[src/design/timer2_regs.svh]
// Register offsets, field positions, reset values and prescaler counts of the timer.
`ifndef TIMER2_REGS_SVH
`define TIMER2_REGS_SVH

`define IRQ_FLAGS_OFS        8'h37
`define IRQ_FLAGS_IO_OFS     8'h17
`define IO_SPACE_BASE        8'h20
`define IRQ_ENABLES_OFS      8'h70
`define CONTROL_A_OFS        8'hB0
`define CONTROL_B_OFS        8'hB1
`define COUNT_VALUE_OFS      8'hB2
`define COMPARE_A_OFS        8'hB3
`define COMPARE_B_OFS        8'hB4

`define REG_RESET            8'h00
`define COUNT_MAX            8'hFF
`define COUNT_BOTTOM         8'h00

`define BIT_FORCE_A          7
`define BIT_FORCE_B          6
`define BIT_WAVE_HIGH        3
`define BIT_FLAG_B           2
`define BIT_FLAG_A           1
`define BIT_FLAG_OVF         0
`define FIELD_OUT_MODE_A_HI  7
`define FIELD_OUT_MODE_A_LO  6
`define FIELD_OUT_MODE_B_HI  5
`define FIELD_OUT_MODE_B_LO  4

`define PRESCALE_WIDTH       10
`define DIV_8_MASK           10'h007
`define DIV_32_MASK          10'h01F
`define DIV_64_MASK          10'h03F
`define DIV_128_MASK         10'h07F
`define DIV_256_MASK         10'h0FF
`define DIV_1024_MASK        10'h3FF

`endif

[src/design/timer2_pkg.sv]
// Types shared by the timer design.
package timer2_pkg;

   typedef enum logic [2:0]
   {
      WAVE_NORMAL     = 3'h0,
      WAVE_PC_PWM     = 3'h1,
      WAVE_CTC        = 3'h2,
      WAVE_FAST_PWM   = 3'h3,
      WAVE_RSVD_4     = 3'h4,
      WAVE_PC_PWM_OCR = 3'h5,
      WAVE_RSVD_6     = 3'h6,
      WAVE_FAST_OCR   = 3'h7
   } wave_mode_type;

   typedef enum logic [1:0]
   {
      OUT_DISCONNECT = 2'h0,
      OUT_TOGGLE     = 2'h1,
      OUT_CLEAR      = 2'h2,
      OUT_SET        = 2'h3
   } out_mode_type;

endpackage

[src/design/timer2_core.sv]
// Eight-bit timer with two compare channels and its registers.
`timescale 1ns/10ps

`include "timer2_regs.svh"

// What this block does
// - Force strobes act only in non-PWM modes.
// - Force A makes immediate compare event on A.
// - Force B makes immediate compare event on B.
// - Forced compare sets no flag, no clear.
// - Force bits are strobes, read as zero.
// - Clock select picks stop, /1 to /1024.
// - Counter is directly readable and writable.
// - Counter write blocks next tick's compare match.
// - Compare registers compared with counter continuously.
// - Request needs enable, global bit and flag.
// - Compare B match sets flag bit two.
// - Vector entry clears compare B flag.
// - Writing one clears flag; zero keeps it.
// - Flags at 0x37 data, 0x17 I/O.
// - Waveform mode field selects count sequence, top.
// - Non-PWM output modes: off, toggle, clear, set.
// - Overflow flag on overflow or bottom turn.
// - Compare A match sets flag bit one.

module timer2_core
   import timer2_pkg::*;
(
   // Clock and reset.
   input  wire logic       clk_i,
   input  wire logic       sys_rst_i,
   // Processor register port.
   input  wire logic [7:0] reg_addr_i,
   input  wire logic       reg_io_space_i,
   input  wire logic       reg_wr_i,
   input  wire logic       reg_rd_i,
   input  wire logic [7:0] reg_wdata_i,
   output logic      [7:0] reg_rdata_o,
   // Interrupt handshake with the core.
   input  wire logic       global_irq_enable_i,
   input  wire logic       ack_overflow_i,
   input  wire logic       ack_compare_a_i,
   input  wire logic       ack_compare_b_i,
   output logic            irq_overflow_o,
   output logic            irq_compare_a_o,
   output logic            irq_compare_b_o,
   // Waveform outputs.
   output logic            wave_out_a_o,
   output logic            wave_out_b_o
);

   /****************************************************************/
   /* Register storage.                                            */
   /****************************************************************/
   logic [7:0]                  timer_control_a_q;
   logic [7:0]                  timer_control_b_q;
   logic [7:0]                  timer_count_value_q;
   logic [7:0]                  compare_value_a_q;
   logic [7:0]                  compare_value_b_q;
   logic [2:0]                  timer_irq_enables_q;
   logic [2:0]                  timer_irq_flags_q;
   logic [2:0]                  timer_irq_flags_d;
   logic [`PRESCALE_WIDTH-1:0]  prescale_q;
   logic                        count_down_q;
   logic                        block_match_q;

   logic [7:0]    eff_addr;
   logic          wr_ctrl_a;
   logic          wr_ctrl_b;
   logic          wr_count;
   logic          wr_cmp_a;
   logic          wr_cmp_b;
   logic          wr_enables;
   logic          wr_flags;
   wave_mode_type wave_mode;
   logic [2:0]    clock_select_field;
   logic          pwm_mode;
   logic          top_from_ocr;
   logic [7:0]    top_value;
   logic          tick;
   logic          match_a;
   logic          match_b;
   logic          at_top;
   logic          at_bottom;
   logic          overflow_event;
   logic          force_a;
   logic          force_b;
   logic [7:0]    rdata_d;

   // I/O instructions reach only the low space; extended registers need load/store.
   assign eff_addr = reg_io_space_i ? (reg_addr_i + `IO_SPACE_BASE) : reg_addr_i;

   assign wr_flags   = reg_wr_i && (eff_addr == `IRQ_FLAGS_OFS);
   assign wr_enables = reg_wr_i && !reg_io_space_i && (eff_addr == `IRQ_ENABLES_OFS);
   assign wr_ctrl_a  = reg_wr_i && !reg_io_space_i && (eff_addr == `CONTROL_A_OFS);
   assign wr_ctrl_b  = reg_wr_i && !reg_io_space_i && (eff_addr == `CONTROL_B_OFS);
   assign wr_count   = reg_wr_i && !reg_io_space_i && (eff_addr == `COUNT_VALUE_OFS);
   assign wr_cmp_a   = reg_wr_i && !reg_io_space_i && (eff_addr == `COMPARE_A_OFS);
   assign wr_cmp_b   = reg_wr_i && !reg_io_space_i && (eff_addr == `COMPARE_B_OFS);

   /****************************************************************/
   /* Mode decode.                                                 */
   /****************************************************************/
   assign wave_mode = wave_mode_type'({timer_control_b_q[`BIT_WAVE_HIGH],
                                       timer_control_a_q[1:0]});
   assign clock_select_field = timer_control_b_q[2:0];
   assign pwm_mode = timer_control_a_q[0];
   assign top_from_ocr = (wave_mode == WAVE_CTC) || (wave_mode == WAVE_PC_PWM_OCR)
                         || (wave_mode == WAVE_FAST_OCR);
   assign top_value = top_from_ocr ? compare_value_a_q : `COUNT_MAX;

   // Force strobes live for the write cycle only.
   assign force_a = wr_ctrl_b && reg_wdata_i[`BIT_FORCE_A] && !pwm_mode;
   assign force_b = wr_ctrl_b && reg_wdata_i[`BIT_FORCE_B] && !pwm_mode;

   /****************************************************************/
   /* Prescaler.                                                   */
   /****************************************************************/
   always_ff @(posedge clk_i or posedge sys_rst_i)
   begin
      if (sys_rst_i)
      begin
         prescale_q <= '0;
      end
      else
      begin
         prescale_q <= prescale_q + `PRESCALE_WIDTH'(1);
      end
   end

   always_comb
   begin
      case (clock_select_field)
         3'h0:    tick = 1'b0;
         3'h1:    tick = 1'b1;
         3'h2:    tick = (prescale_q & `DIV_8_MASK) == `DIV_8_MASK;
         3'h3:    tick = (prescale_q & `DIV_32_MASK) == `DIV_32_MASK;
         3'h4:    tick = (prescale_q & `DIV_64_MASK) == `DIV_64_MASK;
         3'h5:    tick = (prescale_q & `DIV_128_MASK) == `DIV_128_MASK;
         3'h6:    tick = (prescale_q & `DIV_256_MASK) == `DIV_256_MASK;
         default: tick = prescale_q == `DIV_1024_MASK;
      endcase
   end

   /****************************************************************/
   /* Counter and event detection.                                 */
   /****************************************************************/
   assign at_top    = timer_count_value_q == top_value;
   assign at_bottom = timer_count_value_q == `COUNT_BOTTOM;
   assign match_a = tick && !block_match_q
                    && (timer_count_value_q == compare_value_a_q);
   assign match_b = tick && !block_match_q
                    && (timer_count_value_q == compare_value_b_q);

   assign overflow_event = tick
                           && ((wave_mode == WAVE_PC_PWM) || (wave_mode == WAVE_PC_PWM_OCR)
                               ? at_bottom && count_down_q
                               : (wave_mode == WAVE_FAST_OCR) ? at_top
                               : timer_count_value_q == `COUNT_MAX);

   always_ff @(posedge clk_i or posedge sys_rst_i)
   begin
      if (sys_rst_i)
      begin
         timer_count_value_q <= `REG_RESET;
         count_down_q        <= 1'b0;
      end
      else if (wr_count)
      begin
         timer_count_value_q <= reg_wdata_i;
      end
      else if (tick)
      begin
         if (wave_mode == WAVE_PC_PWM || wave_mode == WAVE_PC_PWM_OCR)
         begin
            // Turn down at top and up at bottom; otherwise keep the direction.
            count_down_q        <= count_down_q ? !at_bottom : at_top;
            timer_count_value_q <= (count_down_q ? !at_bottom : at_top)
                                   ? timer_count_value_q - 8'h01
                                   : timer_count_value_q + 8'h01;
         end
         else
         begin
            count_down_q <= 1'b0;
            // Forced compares never reach this clear path.
            if (top_from_ocr && at_top)
            begin
               timer_count_value_q <= `COUNT_BOTTOM;
            end
            else
            begin
               timer_count_value_q <= timer_count_value_q + 8'h01;
            end
         end
      end
   end

   // A counter write masks compares until the next timer tick has passed.
   always_ff @(posedge clk_i or posedge sys_rst_i)
   begin
      if (sys_rst_i)
      begin
         block_match_q <= 1'b0;
      end
      else if (wr_count)
      begin
         block_match_q <= 1'b1;
      end
      else if (tick)
      begin
         block_match_q <= 1'b0;
      end
   end

   /****************************************************************/
   /* Control, compare and enable registers.                       */
   /****************************************************************/
   always_ff @(posedge clk_i or posedge sys_rst_i)
   begin
      if (sys_rst_i)
      begin
         timer_control_a_q   <= `REG_RESET;
         timer_control_b_q   <= `REG_RESET;
         compare_value_a_q   <= `REG_RESET;
         compare_value_b_q   <= `REG_RESET;
         timer_irq_enables_q <= 3'h0;
      end
      else
      begin
         if (wr_ctrl_a)
         begin
            timer_control_a_q <= reg_wdata_i;
         end
         if (wr_ctrl_b)
         begin
            timer_control_b_q <= {2'h0, 2'h0, reg_wdata_i[3:0]};
         end
         if (wr_cmp_a)
         begin
            compare_value_a_q <= reg_wdata_i;
         end
         if (wr_cmp_b)
         begin
            compare_value_b_q <= reg_wdata_i;
         end
         if (wr_enables)
         begin
            timer_irq_enables_q <= reg_wdata_i[2:0];
         end
      end
   end

   /****************************************************************/
   /* Interrupt flags.                                             */
   /****************************************************************/
   always_comb
   begin
      // Clears first, so a hardware set in the same cycle wins; forces never set a flag.
      timer_irq_flags_d = timer_irq_flags_q & ~({3{wr_flags}} & reg_wdata_i[2:0]);
      timer_irq_flags_d = timer_irq_flags_d & ~{ack_compare_b_i, ack_compare_a_i,
                                                ack_overflow_i};
      timer_irq_flags_d = timer_irq_flags_d | {match_b, match_a,
                                               overflow_event};
   end

   always_ff @(posedge clk_i or posedge sys_rst_i)
   begin
      if (sys_rst_i)
      begin
         timer_irq_flags_q <= 3'h0;
         irq_overflow_o    <= 1'b0;
         irq_compare_a_o   <= 1'b0;
         irq_compare_b_o   <= 1'b0;
      end
      else
      begin
         timer_irq_flags_q <= timer_irq_flags_d;
         irq_overflow_o  <= global_irq_enable_i && timer_irq_enables_q[0]
                            && timer_irq_flags_d[`BIT_FLAG_OVF];
         irq_compare_a_o <= global_irq_enable_i && timer_irq_enables_q[1]
                            && timer_irq_flags_d[`BIT_FLAG_A];
         irq_compare_b_o <= global_irq_enable_i && timer_irq_enables_q[2]
                            && timer_irq_flags_d[`BIT_FLAG_B];
      end
   end

   /****************************************************************/
   /* Read data.                                                   */
   /****************************************************************/
   always_comb
   begin
      rdata_d = 8'h00;
      if (reg_rd_i)
      begin
         if (eff_addr == `IRQ_FLAGS_OFS)
         begin
            rdata_d = {5'h00, timer_irq_flags_q};
         end
         else if (!reg_io_space_i)
         begin
            case (eff_addr)
               `IRQ_ENABLES_OFS: rdata_d = {5'h00, timer_irq_enables_q};
               `CONTROL_A_OFS:   rdata_d = timer_control_a_q;
               `CONTROL_B_OFS:   rdata_d = {4'h0, timer_control_b_q[3:0]};
               `COUNT_VALUE_OFS: rdata_d = timer_count_value_q;
               `COMPARE_A_OFS:   rdata_d = compare_value_a_q;
               `COMPARE_B_OFS:   rdata_d = compare_value_b_q;
               default:          rdata_d = 8'h00;
            endcase
         end
      end
   end

   always_ff @(posedge clk_i or posedge sys_rst_i)
   begin
      if (sys_rst_i)
      begin
         reg_rdata_o <= 8'h00;
      end
      else
      begin
         reg_rdata_o <= rdata_d;
      end
   end

   /****************************************************************/
   /* Waveform channels.                                           */
   /****************************************************************/
   timer2_wave_channel u_chan_a
   (
      .clk_i          (clk_i),
      .sys_rst_i      (sys_rst_i),
      .out_mode_i     (out_mode_type'(timer_control_a_q[7:6])),
      .pwm_mode_i     (pwm_mode),
      .top_from_ocr_i (top_from_ocr),
      .count_down_i   (count_down_q),
      .match_i        (match_a),
      .force_i        (force_a),
      .bottom_i       (tick && at_bottom),
      .wave_o         (wave_out_a_o)
   );

   timer2_wave_channel u_chan_b
   (
      .clk_i          (clk_i),
      .sys_rst_i      (sys_rst_i),
      .out_mode_i     (out_mode_type'(timer_control_a_q[5:4])),
      .pwm_mode_i     (pwm_mode),
      .top_from_ocr_i (1'b0),
      .count_down_i   (count_down_q),
      .match_i        (match_b),
      .force_i        (force_b),
      .bottom_i       (tick && at_bottom),
      .wave_o         (wave_out_b_o)
   );

endmodule

[src/design/timer2_wave_channel.sv]
// One compare-output channel: drives its waveform pin on matches and forced compares.
`timescale 1ns/10ps

`include "timer2_regs.svh"

module timer2_wave_channel
   import timer2_pkg::*;
(
   // Clock and reset.
   input  wire logic         clk_i,
   input  wire logic         sys_rst_i,
   // Controls.
   input  wire out_mode_type out_mode_i,
   input  wire logic         pwm_mode_i,
   input  wire logic         top_from_ocr_i,
   input  wire logic         count_down_i,
   input  wire logic         match_i,
   input  wire logic         force_i,
   input  wire logic         bottom_i,
   // Output.
   output logic              wave_o
);

   logic wave_d;

   always_comb
   begin
      wave_d = wave_o;
      if (!pwm_mode_i)
      begin
         if (match_i || force_i)
         begin
            case (out_mode_i)
               OUT_TOGGLE:     wave_d = ~wave_o;
               OUT_CLEAR:      wave_d = 1'b0;
               OUT_SET:        wave_d = 1'b1;
               default:        wave_d = wave_o;
            endcase
         end
      end
      else
      begin
         case (out_mode_i)
            OUT_TOGGLE:
            begin
               if (match_i && top_from_ocr_i)
               begin
                  wave_d = ~wave_o;
               end
            end
            OUT_CLEAR:
            begin
               if (match_i)
               begin
                  wave_d = count_down_i;
               end
               else if (bottom_i && !count_down_i)
               begin
                  wave_d = 1'b1;
               end
            end
            OUT_SET:
            begin
               if (match_i)
               begin
                  wave_d = ~count_down_i;
               end
               else if (bottom_i && !count_down_i)
               begin
                  wave_d = 1'b0;
               end
            end
            default: wave_d = wave_o;
         endcase
      end
   end

   always_ff @(posedge clk_i or posedge sys_rst_i)
   begin
      if (sys_rst_i)
      begin
         wave_o <= 1'b0;
      end
      else
      begin
         wave_o <= wave_d;
      end
   end

endmodule

[config.mk]
export PLATFORM = sky130hd
export DESIGN_NAME = timer2_core
export DESIGN_NICKNAME = d
export VERILOG_FILES = /design/src/design/timer2_pkg.sv /design/src/design/timer2_core.sv /design/src/design/timer2_wave_channel.sv
export VERILOG_INCLUDE_DIRS = /design/src /design/src/design
export SDC_FILE = /design/constraint.sdc
export NUM_CORES = 1
export LEC_CHECK = 0
export ABC_AREA = 1
export BUFFER_PORTS_ARGS = -buffer_cell sky130_fd_sc_hd__buf_4
export CAP_MARGIN = 30
export CORE_MARGIN = 3
export CORE_UTILIZATION = 64
export CTS_CLUSTER_DIAMETER = 80
export DETAILED_ROUTE_END_ITERATION = 7
export PLACE_DENSITY = 0.85
export SLEW_MARGIN = 20
export SYNTH_ARGS = -nofsm -noshare
export SYNTH_HDL_FRONTEND = slang
export SYNTH_SLANG_ARGS = --single-unit
[constraint.sdc]
create_clock -name clk_i -period 5.4 [get_ports clk_i]
set_input_delay 0.81 -clock clk_i [delete_from_list [all_inputs] [get_ports clk_i]]
set_output_delay 0.81 -clock clk_i [all_outputs]
set_load 0.01 [all_outputs]
==> results of run 1 <==
worst paths after layout:
kind                                         startpoint                          endpoint  slack [ns]  depth (start not counted)
max in group asynchronous                     sys_rst_i  timer_control_a_q[2]$_DFFE_PP0P_        4.14                          3
worst min register to register  prescale_q[0]$_DFF_PP0_           prescale_q[0]$_DFF_PP0_        0.46                          1
worst min-delay path            prescale_q[0]$_DFF_PP0_           prescale_q[0]$_DFF_PP0_        0.46                          1
worst max register to register  prescale_q[0]$_DFF_PP0_       u_chan_a.wave_o$_DFFE_PP0P_        3.10                         12
min in group asynchronous                     sys_rst_i           prescale_q[1]$_DFF_PP0_        0.70                          3
worst max-delay path                      reg_addr_i[5]  timer_control_a_q[5]$_DFFE_PP0P_        2.72                         10
worst max-delay path, stage by stage:
cell and delay [ns]:
buf_4 0.12, ha_1 0.28, nand2_1 0.08, nand2_2 0.09, nor3b_4 0.53, nand2_2 0.18
inv_2 0.14, nand2_1 0.30, nand2_1 0.20, o21ai_0 0.14
through the flow:
stage / utilization [%] / total power, mW / cell area, um2
2_1_floorplan: - / 0.7616 / 3953
3_3_place_gp: 74.49 / 0.8414 / 4278
3_5_place_dp: 74.49 / 0.8464 / 4278
4_1_cts: 77.54 / 1.236 / 4453
5_1_grt: 77.54 / 1.313 / 4453
6_report: 77.54 / 1.243 / 4453
placed cells by master, fill, tap and decap left out, types with 3 or more instances in the layout:
cell      Yosys  routed
a22oi_1       7       7
clkbuf_8      0       9
nand2_2       5       5
o21ai_0      48      48
nor3_1        6       6
buf_4         1      38
a21oi_1      21      21
xor2_1       11      11
inv_2         3       4
clkbuf_1      2       3
nand2_1     168     168
nand4_1      10      10
inv_1        66      65
nor2_1       35      35
o22ai_1       8       8
xnor2_1      12      12
ha_1          7       7
dfrtp_1      67      67
nand3_1      48      48
Yosys cell counts (all sizes together):
cell type / n / area share [%]
o211ai: 2 / 0.38
nor4: 1 / 0.16
nor3b: 2 / 0.66
nor2: 37 / 3.8
xor2: 11 / 2.4
inv: 69 / 6.6
nor3: 6 / 0.76
a21oi: 21 / 2.7
xnor2: 12 / 2.7
buf: 8 / 1.1
nand2: 173 / 17
nand3: 48 / 6.1
a22oi: 7 / 1.3
ha: 7 / 2.2
o21ai: 51 / 6.6
dfrtp: 67 / 42
clkbuf: 2 / 0.19
or2: 2 / 0.32
nand3b: 1 / 0.19
nand4: 10 / 1.6
o22ai: 8 / 1.3
sequential cells by signal, indices dropped and copies added, names as in the netlist:
signal	count
irq_overflow_o	1
timer_control_b_q	4
irq_compare_b_o	1
timer_irq_flags_q	3
timer_count_value_q	8
timer_irq_enables_q	3
reg_rdata_o	8
timer_control_a_q	8
block_match_q	1
count_down_q	1
compare_value_b_q	8
u_chan_a.wave_o	1
irq_compare_a_o	1
prescale_q	10
compare_value_a_q	8
u_chan_b.wave_o	1
power by group through the flow:
stage / clock, mW / combinational [mW] / sequential [mW]
after global placement: 0 / 0.273 / 0.568
after global routing: 0.424 / 0.325 / 0.564
final: 0.396 / 0.286 / 0.561
after CTS: 0.397 / 0.280 / 0.559
after floorplan: 0 / 0.209 / 0.552
after detailed placement: 0 / 0.278 / 0.568
final cells by class:
class                      instances  share of cell area (%)
clock inverter                     3                  0.8991
inverter                          69                   5.816
clock buffer                      12                   3.035
tap                               72                   2.023
timing repair buffer              38                   6.406
sequential                        67                   37.65
multi-input combinational        399                   44.17
logic make-up (layout without fill, tap and decap cells):
family / Yosys count / after routing / synth area share [%]
simple gates: 280 / 280 / 30.26
compound gates: 89 / 89 / 12.19
buf+inv: 79 / 122 / 7.819
flops: 67 / 67 / 42.42
xor+xnor: 23 / 23 / 5.096
fa+ha+maj: 7 / 7 / 2.216
metal layers:
layer / wire, um / up-vias / global-route usage (%)
li1: - / 1836 / -
met1: 4066 / 1838 / 41.50
met3: 1308 / 47 / 7.262
met4: 404 / 0 / 14.96
met5: 0 / - / 0
met2: 5091 / 276 / 52.10
==> flow_summary_export.csv, run 1 <==
group,metric,value,unit
outcome,status,"completed",
timing,timing.final.crit_share,49.65,%
placed_design,dp_slack,2.454,ns
route,first_pass_iters,5,
synthesis,ys_seq_area_share,42.42,%
finish,regArea,1677,um2
timing,setup_ws,2.719,ns
route,drc_errors,0,
global_routing,grt_usage,32.34,%
clock_network,post_cts.repair.setup_buffers,0,
timing,fmax,0.3730,GHz
pwr,vdd_ir_drop_max,0.1900,mV
worst_setup_path,startpoint_type,"input pin",
pwr,cellLeakagePower,2.266,nW
route,antenna_left,0,
route,wl_per_cell,16.47,um
worst_setup_path,cp.arrival,2.88,ns
finish,multi_input_area,1967,um2
synthesis,yosysWarnings,0,
finish,diodes,0,
synthesis,synth_cell_types,30,
global_routing,grt_pass1_vias,3853,
clock_network,clockBufferDepth,2,
clock_network,clk_pin_slew,0.07,ns
timing,post-route-min-period,2.681,ns
global_routing,antenna_found_initial,0,
timing,clock_skew,0.006944,ns
worst_setup_path,path_max_fanout,16,
finish,final_cells,660,
worst_hold_path,hold_class,"reg2reg",
floorplan,die_area,7155,um2
clock_network,cts.sinks,67,
floorplan,core-area,5743,um2
finish,syn_to_final_growth,12.66,%
floorplan,die_y,84.59,um
route,drt_wl_total,10.87,mm
timing,drv_slew,0,
floorplan,rows,27,
clock_network,numCtsBuffers,9,
clock_network,cts_hold_buffers,0,
timing,finalHoldViolCount,0,
worst_setup_path,worst-setup-path-type,"in2reg",
finish,drive_gt1_share,10.88,%
placed_design,hpwl,8.107,mm
synthesis,synth_seq_cells,67,
timing,worst_slew_pin_slew,0.8329,ns
worst_setup_path,worst_setup_path_end_kind,"flop",
clock_network,post_cts_resize_count,0,
clock_network,cts_tree,"yes",
timing,relSlewSlack,44.47,%
placed_design,place.gp.congestion,0.9475,
timing,tns,0,ns
pwr,p_clk_share,31.9,%
pwr,swShare,32.83,%
global_routing,overflow,0,
timing,rsz0062_at_grt,"no",
clock_network,cts_htree_levels,3,
pwr,pwr-share-seq,45.1,%
floorplan,fp.dieW,84.59,um
clock_network,cts_root_buf,"clkbuf_8",
synthesis,syn_area,3953,um2
synthesis,syn_area_per_cell,7.252,um2
route,drt_iter0_drc,506,
placed_design,io_buffers,37,
floorplan,pin_count,38,
global_routing,grt_start_max_net_pins,68,
timing,finalSetupViolCount,0,
synthesis,syn-instance-count,545,
pwr,powerDensity,279.1,nW/um2
global_routing,grt_pass1_wl,18.22,mm
timing,holdWs,0.4569,ns
route,vias,3997,
route,vias_per_cell,6.056,
job,maxCapViolations,0,
pwr,p_sw,0.4080,mW
floorplan,start_util,68.82,%
worst_setup_path,cp.required,5.60,ns
finish,nFillCells,432,
synthesis,synth_fp_nets,577,
pwr,internal_power,0.8348,mW
finish,nets,616,
clock_network,clock_latency,0.35,ns
pwr,p_comb_share,23.0,%
placed_design,dp_cells,645,
(Power assumes the default switching activity.)
==> inputs of run 2 (changes only) <==
CORE_UTILIZATION = 60   (was 64)
PLACE_DENSITY = 0.81   (was 0.85)
clock period = 2.6 ns   (was 5.4 ns; I/O delays follow)
==> run 2 against run 1 <==
  * Non-clock buffer count up 8
  * First-iteration DRC count is 2.4% lower
  * Combinational power is 120% higher
  * Register-to-register slack worse by 2.8 ns
  * Cell area up 3.2%
  * Critical path type is now reg2reg
  * Power is 130% higher
  * Critical path depth up 4
  * Sequential share of layout area fell by 1.2 points
  * Clock power increased to 2.7 times the previous value
  * Critical endpoint is now timer_count_value_q[1]$_DFFE_PP0P_
==> flow_summary_export.csv, run 2 (same netlist as run 1, synthesis figures left out) <==
group,metric,value,unit
finish,nets,624,
finish,diodes,0,
pwr,p_comb_share,22.0,%
worst_setup_path,cp.arrival,2.56,ns
finish,drive_gt1_share,12.56,%
clock_network,post_cts.repair.setup_buffers,0,
worst_setup_path,startpoint_type,"flop",
route,first_pass_iters,6,
worst_setup_path,worst-setup-path-type,"reg2reg",
global_routing,grt_pass1_vias,3748,
clock_network,clockBufferDepth,2,
timing,tns,0,ns
clock_network,cts_tree,"yes",
worst_setup_path,path_buf_inv,3,
pwr,p_sw,0.8889,mW
timing,post-route-min-period,2.318,ns
floorplan,die_y,87.17,um
worst_setup_path,worst_setup_path_end_kind,"flop",
worst_setup_path,crit_path_frequent_cell,"nand2_1",
clock_network,clk_pin_slew,0.08,ns
route,vias_per_cell,5.897,
floorplan,pin_count,38,
finish,final_common_cell,"nand2_1",
clock_network,cts_htree_levels,3,
placed_design,dp_slack,0.3121,ns
timing,fmax,0.4315,GHz
timing,clock_skew,0.008399,ns
clock_network,post_cts_resize_count,0,
worst_hold_path,hold_class,"in2async",
floorplan,core-area,6131,um2
timing,setup_ws,0.2823,ns
finish,final_cell_mix,"nand2_1, dfrtp_1, inv_1",
global_routing,grt_start_max_net_pins,68,
worst_setup_path,cpPeakStageDelay,0.40,ns
floorplan,start_util,64.47,%
clock_network,clock_latency,0.36,ns
global_routing,grt_pass1_wl,18.37,mm
finish,final_area,4596,um2
route,antenna_left,0,
timing,timing.final.crit_share,89.14,%
pwr,p_clk_share,37.4,%
timing,finalSetupViolCount,0,
outcome,status,"completed",
timing,finalHoldViolCount,0,
clock_network,numCtsBuffers,9,
finish,final_util,74.96,%
worst_setup_path,path_cells,"ha_1 > nand3_1 > inv_1 > ha_1 > o211ai_1 > nand2_1 > nand2_1 > inv_1 > o21ai_1 > inv_1 > nand2_1 > nand2_1 > nand2_1 > nand2_1",
timing,relSlewSlack,64.67,%
placed_design,hpwl,8.217,mm
clock_network,cts_root_buf,"clkbuf_8",
route,wl_per_cell,16.52,um
pwr,cellLeakagePower,2.335,nW
pwr,powerDensity,617.5,nW/um2
worst_setup_path,crit_slowest_cell,"dfrtp_1",
pwr,vdd_ir_drop_max,0.4807,mV
floorplan,rows,28,
route,drt_wl_total,11.10,mm
worst_setup_path,path_max_fanout,7,
placed_design,dpl_cell_area,4354,um2
clock_network,cts_hold_buffers,0,
route,drt_iter0_drc,494,
global_routing,overflow,0,
job,maxCapViolations,0,
global_routing,antenna_found_initial,0,
route,drc_errors,0,
pwr,swShare,31.32,%
timing,rsz0062_at_grt,"no",
finish,nFillCells,511,
finish,largest_register,"prescale_q",
clock_network,cts.sinks,67,
placed_design,place.gp.congestion,0.9569,
floorplan,fp.dieW,87.17,um
pwr,internal_power,1.949,mW
placed_design,io_buffers,37,
pwr,pwr-share-seq,40.6,%
global_routing,grt_usage,31.47,%
floorplan,die_area,7598,um2
route,vias,3963,
worst_setup_path,cp.required,2.84,ns
timing,drv_slew,0,
pwr,finalPower,2.838,mW
worst_setup_path,cpLargestDelayFamily,"simple AND/OR/NAND/NOR gates",
finish,syn_to_final_growth,16.27,%
timing,worst_slew_pin_slew,0.5259,ns
finish,largest_register_ffs,10,
run 2: per-layer routing:
metal / share of wire [%] / track usage, % / vias up
met2: 46 / 49.62 / 221
met5: 0 / 0 / -
met1: 41 / 42.78 / 1850
li1: - / - / 1853
met3: 10 / 6.812 / 39
met4: 2.8 / 11.44 / 0
run 2: per-stage QoR:
stage / hold WS, ns / std cells
final: 0.08200 / 672
after global routing: 0.1141 / 672
after CTS: 0.1208 / 672
after detailed placement: 0.4441 / 656
after global placement: 0.4348 / 656
after floorplan: 0.4214 / 545
run 2: cell type report:
cell class	instances	area [um2]	area share, %
Tap cell	75	93.84	2.042
Inverter	69	259.0	5.636
Clock inverter	6	113.9	2.478
Timing Repair Buffer	46	357.8	7.787
Sequential cell	67	1677	36.48
Multi-Input combinational cell	399	1967	42.80
Clock buffer	10	127.6	2.777
run 2: final timing paths:
path / startpoint / end / slack, ns / cells after the start
setup reg to reg: prescale_q[0]$_DFF_PP0_ / timer_count_value_q[1]$_DFFE_PP0P_ / 0.28 / 14
hold reg to reg: prescale_q[0]$_DFF_PP0_ / prescale_q[0]$_DFF_PP0_ / 0.45 / 1
setup / recovery: prescale_q[0]$_DFF_PP0_ / timer_count_value_q[1]$_DFFE_PP0P_ / 0.28 / 14
min in group clk_i: reg_wdata_i[7] / timer_count_value_q[7]$_DFFE_PP0P_ / 0.28 / 3
max in group asynchronous: sys_rst_i / timer_irq_flags_q[2]$_DFF_PP0_ / 2.20 / 3
hold / removal: sys_rst_i / prescale_q[9]$_DFF_PP0_ / 0.08 / 3
run 2: worst register-to-register path, stage by stage, from the launching register on:
cell      delay [ns]
dfrtp_1         0.40
ha_1            0.22
nand3_1         0.10
inv_1           0.06
ha_1            0.18
o211ai_1        0.32
nand2_1         0.20
nand2_1         0.11
inv_1           0.13
o21ai_1         0.15
inv_1           0.12
nand2_1         0.07
nand2_1         0.04
nand2_1         0.05
nand2_1         0.05
run 2: power by group through the flow:
stage | Combinational, mW | Sequential, mW | Clock, mW
floorplan | 0.435 | 1.15 | 0
finish | 0.624 | 1.15 | 1.06
global placement | 0.591 | 1.17 | 0
detailed placement | 0.602 | 1.17 | 0
global route | 0.694 | 1.16 | 1.11
CTS | 0.609 | 1.15 | 1.06
